==> config.mk <==
export PLATFORM = sky130hd
export DESIGN_NAME = qpc_counter
export DESIGN_NICKNAME = d
export VERILOG_FILES = /design/src/design/qpc_pkg.sv /design/src/design/qpc_counter.sv /design/src/design/qpc_debounce.sv
export SDC_FILE = /design/constraint.sdc
export NUM_CORES = 2
export LEC_CHECK = 0
export BUFFER_PORTS_ARGS = -buffer_cell sky130_fd_sc_hd__buf_2
export CORE_UTILIZATION = 45
export DETAILED_ROUTE_END_ITERATION = 8
export GPL_ROUTABILITY_DRIVEN = 0
export GPL_TIMING_DRIVEN = 0
export PLACE_DENSITY = 0.63
export SYNTH_ARGS = -nofsm -noshare
export SYNTH_HDL_FRONTEND = slang
export SYNTH_HIERARCHICAL = 1
export SYNTH_SLANG_ARGS = --single-unit
==> constraint.sdc <==
create_clock -name clk_sys_i -period 8 [get_ports clk_sys_i]
set_input_delay 0.4 -clock clk_sys_i [delete_from_list [all_inputs] [get_ports clk_sys_i]]
set_output_delay 0.4 -clock clk_sys_i [all_outputs]
set_load 0.005 [all_outputs]
==> src/design/qpc_pkg.sv <==
package qpc_pkg;

  localparam int unsigned CLK_HZ        = 25_000_000;
  localparam int unsigned NCH           = 4;

  // mode control word bit positions
  localparam int unsigned MB_REPEAT     = 0;
  localparam int unsigned MB_DIFF       = 1;
  localparam int unsigned MB_FAST       = 2;
  localparam int unsigned MB_GATE_LVL   = 4;
  localparam int unsigned MB_OUT_LVL    = 5;
  localparam int unsigned MB_DOWN       = 6;
  localparam int unsigned MB_CHANGE     = 8;

  localparam logic [15:0] TARGET_MAX    = 16'h7FFF;
  localparam logic [15:0] CNT_MAX       = 16'h7FFF;
  localparam logic [15:0] CNT_MIN_SGN   = 16'h8000;

  // status word fields
  localparam int unsigned ST_DONE_LSB   = 4;
  localparam int unsigned ST_OVER_LSB   = 8;

  // mode-request error codes
  localparam logic [3:0] ERR_NONE        = 4'h0;
  localparam logic [3:0] ERR_DIFF_FAST   = 4'h1;
  localparam logic [3:0] ERR_DIFF_REPEAT = 4'h2;
  localparam logic [3:0] ERR_FAST_CH     = 4'h3;
  localparam logic [3:0] ERR_SLAVE_BUSY  = 4'h4;
  localparam logic [3:0] ERR_DIFF_CH     = 4'h5;
  localparam logic [3:0] ERR_TARGET      = 4'h6;

  // timing
  localparam int unsigned PULSE_MIN_MS  = 20;
  localparam int unsigned GATE_DLY_MS   = 4;
  localparam int unsigned PULSE_MIN_CYC = (CLK_HZ / 1000) * PULSE_MIN_MS;
  localparam int unsigned GATE_DLY_CYC  = (CLK_HZ / 1000) * GATE_DLY_MS;
  localparam int unsigned TMR_W         = 24;

  typedef struct packed {
    logic [15:0] mode;
    logic [15:0] target;
  } qpc_ctrl_s;

  typedef struct packed {
    logic [15:0] status;
    logic [15:0] errors;
  } qpc_stat_s;

endpackage

==> src/design/qpc_counter.sv <==
`timescale 1ns/1ps
module qpc_counter
  import qpc_pkg::*;
(
  input  wire logic              clk_sys_i,
  input  wire logic              arst_n_i,
  input  wire qpc_ctrl_s [3:0]   ctrl_i,
  input  wire logic [3:0]        cnt24_i,
  input  wire logic              cnt5_i,
  input  wire logic [3:0]        gate_i,
  output qpc_stat_s              stat_o,
  output logic [3:0][15:0]       count_o,
  output logic [3:0]             dout_o,
  output logic [3:0]             gate_led_o
);

  logic [3:0][15:0] mode_q;
  logic [3:0][15:0] tgt_q;
  logic [3:0][3:0]  err_q;
  logic [3:0][15:0] cnt_q;
  logic [3:0]       done_q;
  logic [3:0]       over_q;
  logic [3:0]       run_q;
  logic [3:0]       hold_q;
  logic [3:0][TMR_W-1:0] hold_cnt_q;
  logic [3:0][TMR_W-1:0] hold_len_q;
  logic [3:0][TMR_W-1:0] cyc_cnt_q;
  logic [3:0]       gate_f;
  logic [3:0]       gate_on;
  logic [3:0]       gate_on_q;
  logic [3:0]       in24_q;
  logic             in5_q;
  logic [3:0]       pulse;
  logic [3:0]       req;
  logic [3:0]       chg_q;
  logic [3:0][3:0]  req_err;
  logic [1:0]       diff_act;
  logic [3:0][15:0] mode_nx;
  logic [3:0][15:0] tgt_nx;

  // only ch1 and ch3 can own a differential pair
  assign diff_act[0] = mode_q[0][MB_DIFF];
  assign diff_act[1] = mode_q[2][MB_DIFF];

  // the change bit is edge-detected so one scan yields one reload; a bit held high
  // gives a single request on its rising edge and does not keep the channel reset
  always_ff @(posedge clk_sys_i or negedge arst_n_i)
  begin
    if (!arst_n_i)
    begin
      chg_q     <= '0;
      in24_q    <= '0;
      in5_q     <= 1'b0;
      gate_on_q <= '0;
    end
    else
    begin
      for (int i = 0; i < NCH; i++)
      begin
        chg_q[i] <= ctrl_i[i].mode[MB_CHANGE];
      end
      in24_q    <= cnt24_i;
      in5_q     <= cnt5_i;
      gate_on_q <= gate_on;
    end
  end

  genvar g;
  generate
    for (g = 0; g < NCH; g++)
    begin : g_ch
      logic [15:0] m;
      logic [15:0] t;
      logic        rising;
      logic        falling;
      logic        sub_pair;

      assign m       = ctrl_i[g].mode;
      assign t       = ctrl_i[g].target;
      assign rising  = cnt24_i[g] & ~in24_q[g];
      assign falling = ~cnt5_i & in5_q;

      qpc_debounce u_gate (
        .clk_sys_i (clk_sys_i),
        .arst_n_i  (arst_n_i),
        .raw_i     (gate_i[g]),
        .filt_o    (gate_f[g])
      );

      assign gate_on[g]    = gate_f[g] ^ mode_q[g][MB_GATE_LVL];
      assign gate_led_o[g] = gate_f[g];
      assign req[g]        = ctrl_i[g].mode[MB_CHANGE] & ~chg_q[g];

      // mode and target in force after this edge; the reload must not see the old ones
      assign mode_nx[g] = (req[g] && req_err[g] == ERR_NONE) ? m : mode_q[g];
      assign tgt_nx[g]  = (req[g] && req_err[g] == ERR_NONE) ? t : tgt_q[g];

      // fast mode uses only the 5 V input and its falling edge
      if (g == 0)
      begin : g_fast
        assign pulse[g] = mode_q[g][MB_FAST] ? falling : rising;
      end
      else
      begin : g_slow
        assign pulse[g] = rising;
      end

      assign sub_pair = (g % 2 == 1) && diff_act[g/2];

      always_comb
      begin
        req_err[g] = ERR_NONE;
        if (sub_pair)
          req_err[g] = ERR_SLAVE_BUSY;
        else if (m[MB_DIFF] && (g % 2 == 1))
          req_err[g] = ERR_DIFF_CH;
        else if (m[MB_FAST] && g != 0)
          req_err[g] = ERR_FAST_CH;
        else if (m[MB_DIFF] && m[MB_FAST])
          req_err[g] = ERR_DIFF_FAST;
        else if (m[MB_DIFF] && m[MB_REPEAT])
          req_err[g] = ERR_DIFF_REPEAT;
        else if (!m[MB_DIFF] && t > TARGET_MAX)
          req_err[g] = ERR_TARGET;
      end

      always_ff @(posedge clk_sys_i or negedge arst_n_i)
      begin
        if (!arst_n_i)
        begin
          mode_q[g] <= '0;
          tgt_q[g]  <= '0;
          err_q[g]  <= ERR_NONE;
        end
        else if (req[g])
        begin
          err_q[g] <= req_err[g];
          if (req_err[g] == ERR_NONE)
          begin
            mode_q[g] <= m;
            tgt_q[g]  <= t;
          end
        end
      end
    end
  endgenerate

  // count engine per channel; even channels (ch2, ch4) feed their owner when paired
  generate
    for (g = 0; g < NCH; g++)
    begin : g_cnt
      logic        diff;
      logic        slave;
      logic        up;
      logic        dn;
      logic        hit;
      logic        rep;
      logic [15:0] nxt;

      assign diff  = (g % 2 == 0) && mode_q[g][MB_DIFF];
      assign slave = (g % 2 == 1) && diff_act[g/2];
      assign rep   = mode_q[g][MB_REPEAT];

      always_comb
      begin
        up  = 1'b0;
        dn  = 1'b0;
        nxt = cnt_q[g];
        if (diff)
        begin
          up = pulse[g] & gate_on[g];
          // partner index stays in range on the last channel, where diff is never set
          dn = pulse[g | 1] & gate_on[g | 1];
          if (up && !dn && cnt_q[g] != CNT_MAX)
            nxt = cnt_q[g] + 16'h0001;
          else if (dn && !up && cnt_q[g] != CNT_MIN_SGN)
            nxt = cnt_q[g] - 16'h0001;
        end
        else if (!slave && pulse[g] && gate_on[g] && run_q[g])
        begin
          if (mode_q[g][MB_DOWN])
          begin
            if (cnt_q[g] != 16'h0000)
              nxt = cnt_q[g] - 16'h0001;
          end
          else if (cnt_q[g] != CNT_MAX)
            nxt = cnt_q[g] + 16'h0001;
        end
      end

      assign hit = !diff && !slave &&
                   (mode_q[g][MB_DOWN] ? (nxt == 16'h0000) : (nxt == tgt_q[g]));

      always_ff @(posedge clk_sys_i or negedge arst_n_i)
      begin
        if (!arst_n_i)
        begin
          cnt_q[g]      <= '0;
          done_q[g]     <= 1'b0;
          over_q[g]     <= 1'b0;
          run_q[g]      <= 1'b0;
          hold_q[g]     <= 1'b0;
          hold_cnt_q[g] <= '0;
          hold_len_q[g] <= '0;
          cyc_cnt_q[g]  <= '0;
        end
        else if (req[g] || (gate_on[g] && !gate_on_q[g]))
        begin
          // reload on mode change or gate re-assertion restarts a count
          cnt_q[g]  <= mode_nx[g][MB_DOWN] && !mode_nx[g][MB_DIFF] ? tgt_nx[g] : 16'h0000;
          cyc_cnt_q[g] <= '0;
          done_q[g] <= 1'b0;
          over_q[g] <= 1'b0;
          run_q[g]  <= 1'b1;
          hold_q[g] <= 1'b0;
        end
        else
        begin
          if (cyc_cnt_q[g] != {TMR_W{1'b1}})
            cyc_cnt_q[g] <= cyc_cnt_q[g] + TMR_W'(1);
          if (hold_q[g])
          begin
            hold_cnt_q[g] <= hold_cnt_q[g] + TMR_W'(1);
            if (hold_cnt_q[g] >= hold_len_q[g])
            begin
              hold_q[g] <= 1'b0;
              done_q[g] <= 1'b0;
            end
          end
          if (run_q[g] && hit && nxt != cnt_q[g] && rep)
          begin
            // length taken from the cycle just finished: a quarter of it, floored
            cnt_q[g]      <= mode_q[g][MB_DOWN] ? tgt_q[g] : 16'h0000;
            done_q[g]     <= 1'b1;
            hold_q[g]     <= 1'b1;
            hold_cnt_q[g] <= '0;
            hold_len_q[g] <= ((cyc_cnt_q[g] >> 2) > TMR_W'(PULSE_MIN_CYC)) ?
                             (cyc_cnt_q[g] >> 2) : TMR_W'(PULSE_MIN_CYC);
            cyc_cnt_q[g]  <= '0;
          end
          else
          begin
            cnt_q[g] <= nxt;
            if (run_q[g] && hit && nxt != cnt_q[g])
            begin
              done_q[g] <= 1'b1;
              // fast one-time mode freezes at the target, or at 0 when counting down
              if (mode_q[g][MB_FAST])
                run_q[g] <= 1'b0;
            end
            else if (done_q[g] && !rep && nxt != cnt_q[g])
              over_q[g] <= 1'b1;
          end
        end
      end

      assign dout_o[g]  = done_q[g] ^ mode_q[g][MB_OUT_LVL];
      assign count_o[g] = cnt_q[g];
    end
  endgenerate

  always_comb
  begin
    stat_o        = '0;
    stat_o.status[ST_DONE_LSB +: NCH] = done_q;
    stat_o.status[ST_OVER_LSB +: NCH] = over_q;
    stat_o.errors = {err_q[3], err_q[2], err_q[1], err_q[0]};
  end

endmodule

==> src/design/qpc_debounce.sv <==
`timescale 1ns/1ps
module qpc_debounce
  import qpc_pkg::*;
#(
  parameter int unsigned DLY_CYC = GATE_DLY_CYC
)
(
  input  wire logic clk_sys_i,
  input  wire logic arst_n_i,
  input  wire logic raw_i,
  output logic      filt_o
);

  logic [TMR_W-1:0] cnt_q;

  // level is adopted only after it has differed for the full delay
  always_ff @(posedge clk_sys_i or negedge arst_n_i)
  begin
    if (!arst_n_i)
    begin
      cnt_q  <= '0;
      filt_o <= 1'b0;
    end
    else if (raw_i == filt_o)
    begin
      cnt_q <= '0;
    end
    else if (cnt_q >= TMR_W'(DLY_CYC - 1))
    begin
      cnt_q  <= '0;
      filt_o <= raw_i;
    end
    else
    begin
      cnt_q <= cnt_q + TMR_W'(1);
    end
  end

endmodule

# After elaboration in Yosys (flattened, before gate mapping)
# Index checks and enable logic that the tools add are counted.
# op_classes
shifts	0
div_mod_pow	0
n_reduce_logical	160
order_cmp	16
n_mux	170
multipliers	0
bitwise_logic	38
add_sub_neg	20
eq_ne	30
# op_table
cell	count
$mux W16	42
$mux W24	28
$add A24 B1 Y24 const B	12
$ge A24 B17 Y1 const B	4
$ge A24 B24 Y1	4
$ne A24 B24 Y1 const B	4
$gt A22 B19 Y1 const B	4
$mux W22	4
$mux W1	73
$logic_and A1 B1 Y1	66
$add A16 B1 Y16 const B	4
$eq A16 B16 Y1	4
$gt A16 B15 Y1 const B	4
$logic_not A16 Y1	4
$ne A16 B15 Y1 const B	4
$ne A16 B16 Y1	4
$reduce_bool A16 Y1	4
$sub A16 B1 Y16 const B	4
$mux W3	18
$reduce_and A2 Y1	20
$ne A16 B16 Y1 const B	2
$reduce_bool A2 Y1	16
$reduce_bool A4 Y1	8
$mux W7	4
other kinds (11)	93
# word_totals
out_inout_bits	104
input_bits	139
n_memories	0
latch_bits	0
elab_cells	490
ff_bits	589
mem_bits_ro	0
ram_bits	0

# Depth between registers and ports, before layout
# depth
ltp_word	18
ltp_mapped	17
depth_no_buf	13

# Hierarchy
# The synthesis kept the hierarchy.
# modules_own_cells
mod	seq_area_each_um2	instances	cells_per_inst	area_per_inst_um2
qpc_counter	11836.4	1	3454	30566.8
qpc_debounce (g_ch[0].u_gate ...)	625.6	3	103	1127.3
qpc_debounce (g_ch[3].u_gate)	625.6	1	105	1104.8

# Worst setup path after synthesis
# OpenSTA, ideal clock, no wires.
# synth_timing
kind	register -> register
from	register cnt_q (netlist bit count_o[0])
to	register cyc_cnt_q[10] (netlist bit)
path_slack_ns	3.991
period_less_slack_ns	4.009
setup_time_ns	0.137
arrival_ns	3.872
required_ns	7.863
path_stages_with_launch	16
n_path_buf	2
cell_sequence	dfrtp_1 -> clkbuf_1 -> inv_1 -> ha_1 -> nor4bb_1 -> and4_1 -> nor3_1 -> a311o_1 -> a211oi_1 -> a31o_2 -> or4_1 -> nor4_2 -> a21oi_2 -> o21ai_1 -> buf_2 -> a21oi_1
# synth_via
elab_chain_len	13
word_cells_on_any_way	25
cone_classes	2 x add/sub; 4 x eq/ne; 10 x mux; 9 x reduce/logical
# synth_lines
item	line_no	text
start, declared	qpc_counter.sv:20	logic [3:0][15:0] cnt_q;
start signal, assigned by index	qpc_counter.sv:210	cnt_q[g] <= mode_nx[g][MB_DOWN] && !mode_nx[g][MB_DIFF] ? tgt_nx[g] : 16'h0000;
start signal, assigned by index	qpc_counter.sv:233	cnt_q[g] <= mode_q[g][MB_DOWN] ? tgt_q[g] : 16'h0000;
start signal, assigned by index	qpc_counter.sv:243	cnt_q[g] <= nxt;
$add A16 B1 Y16, or another cell as far along	qpc_counter.sv:175, qpc_counter.sv:187	
$mux W16, or another cell as far along	qpc_counter.sv:186	else if (cnt_q[g] != CNT_MAX)
$mux W16, on equally long branches	qpc_counter.sv:181, qpc_counter.sv:176	
$mux W16, on equally long branches	qpc_counter.sv:179, qpc_counter.sv:174	
$mux W16	qpc_counter.sv:169	if (diff)
$eq A16 B16 Y1 or $logic_not A16 Y1 (tied branches)	qpc_counter.sv:192	(mode_q[g][MB_DOWN] ? (nxt == 16'h0000) : (nxt == tgt_q[g]));
$mux W1	qpc_counter.sv:192	
$logic_and A1 B1 Y1	qpc_counter.sv:191	assign hit = !diff && !slave &&
$logic_and A1 B1 Y1	qpc_counter.sv:230	if (run_q[g] && hit && nxt != cnt_q[g] && rep)
$logic_and A1 B1 Y1 (*) (2 in series)	qpc_counter.sv:230	
$mux W24	qpc_counter.sv:230	
$mux W24	qpc_counter.sv:207	else if (req[g] || (gate_on[g] && !gate_on_q[g]))
end signal, assigned by index	qpc_counter.sv:220	cyc_cnt_q[g] <= cyc_cnt_q[g] + TMR_W'(1);
end, declared	qpc_counter.sv:27	logic [3:0][TMR_W-1:0] cyc_cnt_q;
# Mark *: on every way between the ends. The rest lies on a longest branch, timed or not.
# A chain may end at the register's enable or synchronous reset.

# Worst setup path after layout
# layout_timing
from	register cnt_q (netlist bit count_o[0])
to	register hold_len_q[11] (netlist bit)
# layout_via
elab_chain_len	12
word_cells_on_any_way	23
cone_classes	2 x add/sub; 4 x eq/ne; 8 x mux; 9 x reduce/logical
# layout_lines
item	line_no	text
$add A16 B1 Y16, or another cell as far along	qpc_counter.sv:175, qpc_counter.sv:187	
$mux W16, or another cell as far along	qpc_counter.sv:186	
$mux W16, on equally long branches	qpc_counter.sv:181, qpc_counter.sv:176	
$mux W16, on equally long branches	qpc_counter.sv:179, qpc_counter.sv:174	
$mux W16	qpc_counter.sv:169	
$eq A16 B16 Y1 or $logic_not A16 Y1 (tied branches)	qpc_counter.sv:192	
$mux W1	qpc_counter.sv:192	
$logic_and A1 B1 Y1	qpc_counter.sv:191	
$logic_and A1 B1 Y1	qpc_counter.sv:230	
$logic_and A1 B1 Y1 (*) (2 in series)	qpc_counter.sv:230	
$reduce_and A2 Y1 (no source line) (*)	n/a	
end signal, assigned by index	qpc_counter.sv:237	hold_len_q[g] <= ((cyc_cnt_q[g] >> 2) > TMR_W'(PULSE_MIN_CYC)) ?
end, declared	qpc_counter.sv:26	logic [3:0][TMR_W-1:0] hold_len_q;
# Marked as above.

==> flow_summary.json <==
{
  "worstHoldStart": "ctrl_i[52]",
  "cts_made_buffers": 70,
  "worstPathCellList": "clkbuf_1, inv_1, ha_1, nor4b_1, nand4_1, nand2_1, o22ai_1, a2111oi_0, nand2_1, nor4_1, nand4_1, a21boi_2, nand2_1, clkbuf_1, o21ai_0",
  "drv_slew": 0,
  "yosysTopAreaCell": "dfrtp_1",
  "ys_warn_count": 6,
  "synth_common_cells": "dfrtp_1, nor2_1, nand2_1, xnor2_1, inv_1",
  "grt_pass1_wl_mm": 157.7,
  "cts_setup_buffers": 0,
  "drt_iter0_markers": 2549,
  "synth_flop_cell": "dfrtp_1",
  "numClockSinks": 573,
  "ir_worst_vdd_mv": 0.1797,
  "gr-total-overflow": 0,
  "status": "complete, but fails checks",
  "synth.distinct_cells": 99,
  "crit_type": "reg -> reg",
  "cp_slowest_cell": "a2111oi_0",
  "p_per_area_nw_per_um2": 251.3,
  "die_w_um": 281.1,
  "slew_headroom_pct": 18.74,
  "drc": 2,
  "power_leakage_uw": 0.01757,
  "synth.cell_area_um2": 35050,
  "reg2reg_from": "count_o[0]$_DFF_PN0_",
  "fill_cells": 7175,
  "whs_path_depth": 2,
  "crit_arrival_ns": 6.76,
  "antenna_found_initial": 9,
  "netlist.area_leader.share_pct": 40.91,
  "r2r_setup_slack_ns": 1.73,
  "synth_edf_count": 0,
  "timing.hold.ws_ns": 0.03714,
  "area_growth_pct": 13.92,
  "die_y_um": 281.1,
  "drt-total-wl_mm": 98.05,
  "ioPinCount": 243,
  "tightest_slew_ns": 1.210,
  "vias_per_cell": 5.749,
  "cp.buffers_inverters": 3,
  "p_total_uw": 10040,
  "finalCritPeriodShare_pct": 78.33,
  "drv_cap": 0,
  "max_stage_delay_ns": 0.86,
  "dr.pass1.iters": 9,
  "worstSetupEndpointType": "register",
  "post-place-cells": 5132,
  "final_core_util_pct": 52.23,
  "synth-seq-area-share_pct": 40.91,
  "synthCells": 3868,
  "critPathMostFrequentCell": "nand2_1",
  "synth_seq_cells": 573,
  "cts_max_level": 3,
  "std_cell_rows": 101,
  "grt_pass1_vias": 29178,
  "timing.fmax_ghz": 0.1596,
  "final_nets": 4442,
  "coreArea_um2": 76450,
  "track_usage_pct": 24.76,
  "num_vias": 30292,
  "instances_no_fill": 5269,
  "portBuffers": 194,
  "insertion_delay_ns": 0.60,
  "finalCriticalPeriod_ns": 6.267,
  "ys_top_cells_by_area": "dfrtp_1, nor2_1, xnor2_1",
  "grt_max_degree": 118,
  "cts_tree": "yes",
  "initial_utilization_pct": 45.85,
  "tns_ns": 0,
  "violations": "design-rule violations",
  "fin_worst_skew_ns": 0.02712,
  "root_buffer": "clkbuf_16",
  "drtAntennaViolNets": 0,
  "die-area_um2": 79020,
  "r2r_end": "hold_len_q[11]$_DFFE_PN0P_",
  "syn_avg_cell_area_um2": 9.062,
  "hp-class": "in -> reg",
  "worst_path_dominant_cell_family": "simple AND/OR/NAND/NOR gates",
  "setup_viol": 0,
  "critPathRequiredTime_ns": 8.50,
  "drive_gt1_share_pct": 12.54,
  "worstRegToRegCells": 15,
  "yosysMostFrequentCell": "dfrtp_1",
  "clock_path_buffers": 3,
  "rsz0062_at_grt": "false",
  "min_to": "mode_q[20]$_DFFE_PN0P_",
  "startpoint_type": "register",
  "dp_hpwl_mm": 72.40,
  "clkSlewWorstSetupHoldPaths_ns": 0.06,
  "wl_per_cell_um": 18.61,
  "hold_viol_final": 0,
  "cp_max_fo": 10,
  "async_reset_ff_share_pct": 100.0
}
## cell type report
type	count	area (um2)	area share (%)
clock buffer	98	2027	5.076
timing repair buffer	216	1289	3.227
tap	1030	1289	3.227
inverter	187	701.9	1.758
clock inverter	19	136.4	0.3415
buffer	194	919.6	2.303
sequential	573	14340	35.91
antenna	3	7.507	0.01880
multi-input combinational	2949	19220	48.14
## per-layer routing
layer  GRT usage, %  part of all wire, %
met1          33.90                   44
met2          37.66                   43
met3          5.986                  8.8
met4          9.388                  3.8
met5              0                0.079
## timing repair
| action | in CTS | in global routing |
|---|---|---|
| hold buffers | 17 | 0 |
| gates resized for setup | 0 | 0 |
| hold endpoints to repair | 61 | 0 |
## placed cells by master (no fill, tap or decap), types with 40 or more instances in the layout
master	netlist	final
a21o_1	40	40
a21oi_1	139	139
and3_1	65	65
buf_2	39	232
clkbuf_1	122	133
clkbuf_16	0	70
conb_1	5	40
dfrtp_1	573	573
ha_1	112	112
inv_1	186	186
mux2_2	96	96
mux2i_1	58	58
nand2_1	325	325
nand3_1	176	176
nand4_1	121	121
nor2_1	476	476
nor3_1	102	102
nor4_1	62	62
o211ai_1	48	48
o21ai_0	120	120
xnor2_1	191	191
xor2_1	137	137
## state kept, by name (all words and copies together), names as in the netlist
name                count
in24_q                  4
stat_o                 20
hold_q                  4
g_ch.u_gate/filt_o      4
gate_on_q               4
tgt_q                  64
cyc_cnt_q              96
mode_q                 18
count_o                64
g_ch.u_gate/cnt_q      96
in5_q                   1
chg_q                   4
hold_len_q             88
hold_cnt_q             96
diff_act                2
g_cnt.rep               4
run_q                   4
## kinds of logic after synthesis
| family | share of synthesized area, % |
|---|---|
| other cells | 0.05355 |
| flops | 40.91 |
| fa+ha+maj | 3.998 |
| compound gates | 13.69 |
| xor+xnor | 8.563 |
| mux | 4.740 |
| simple gates | 23.42 |
| buf+inv | 4.626 |
## per-stage QoR
stage | cell area [um2] | setup WS [ns]
floorplan | 35190 | 3.991
detailed placement | 37590 | 2.277
global placement | 37440 | -5.861
global route | 39930 | 1.634
CTS | 39930 | 2.193
finish | 39930 | 1.733
## worst max-delay path by stage
stage | start | slack [ns] | end | cells past startpoint
5_1_grt | count_o[0]$_DFF_PN0_ | 1.63 | hold_len_q[11]$_DFFE_PN0P_ | 15
2_1_floorplan | count_o[0]$_DFF_PN0_ | 3.99 | cyc_cnt_q[10]$_DFFE_PN0P_ | 15
3_5_place_dp | count_o[0]$_DFF_PN0_ | 2.28 | cyc_cnt_q[17]$_DFFE_PN0P_ | 15
6_report | count_o[0]$_DFF_PN0_ | 1.73 | hold_len_q[11]$_DFFE_PN0P_ | 15
3_3_place_gp | arst_n_i | -5.86 | hold_cnt_q[70]$_DFFE_PN0P_ | 1
4_1_cts | count_o[0]$_DFF_PN0_ | 2.19 | hold_len_q[11]$_DFFE_PN0P_ | 15
## power by group
part | switching [uW] | leakage (uW) | internal [uW]
Combinational | 2200 | 0.00910 | 1260
Sequential | 369 | 0.00739 | 3200
Clock | 1240 | 0.00108 | 1770
Total | 3810 | 0.0176 | 6220
Power figures use the tool's default switching activity.
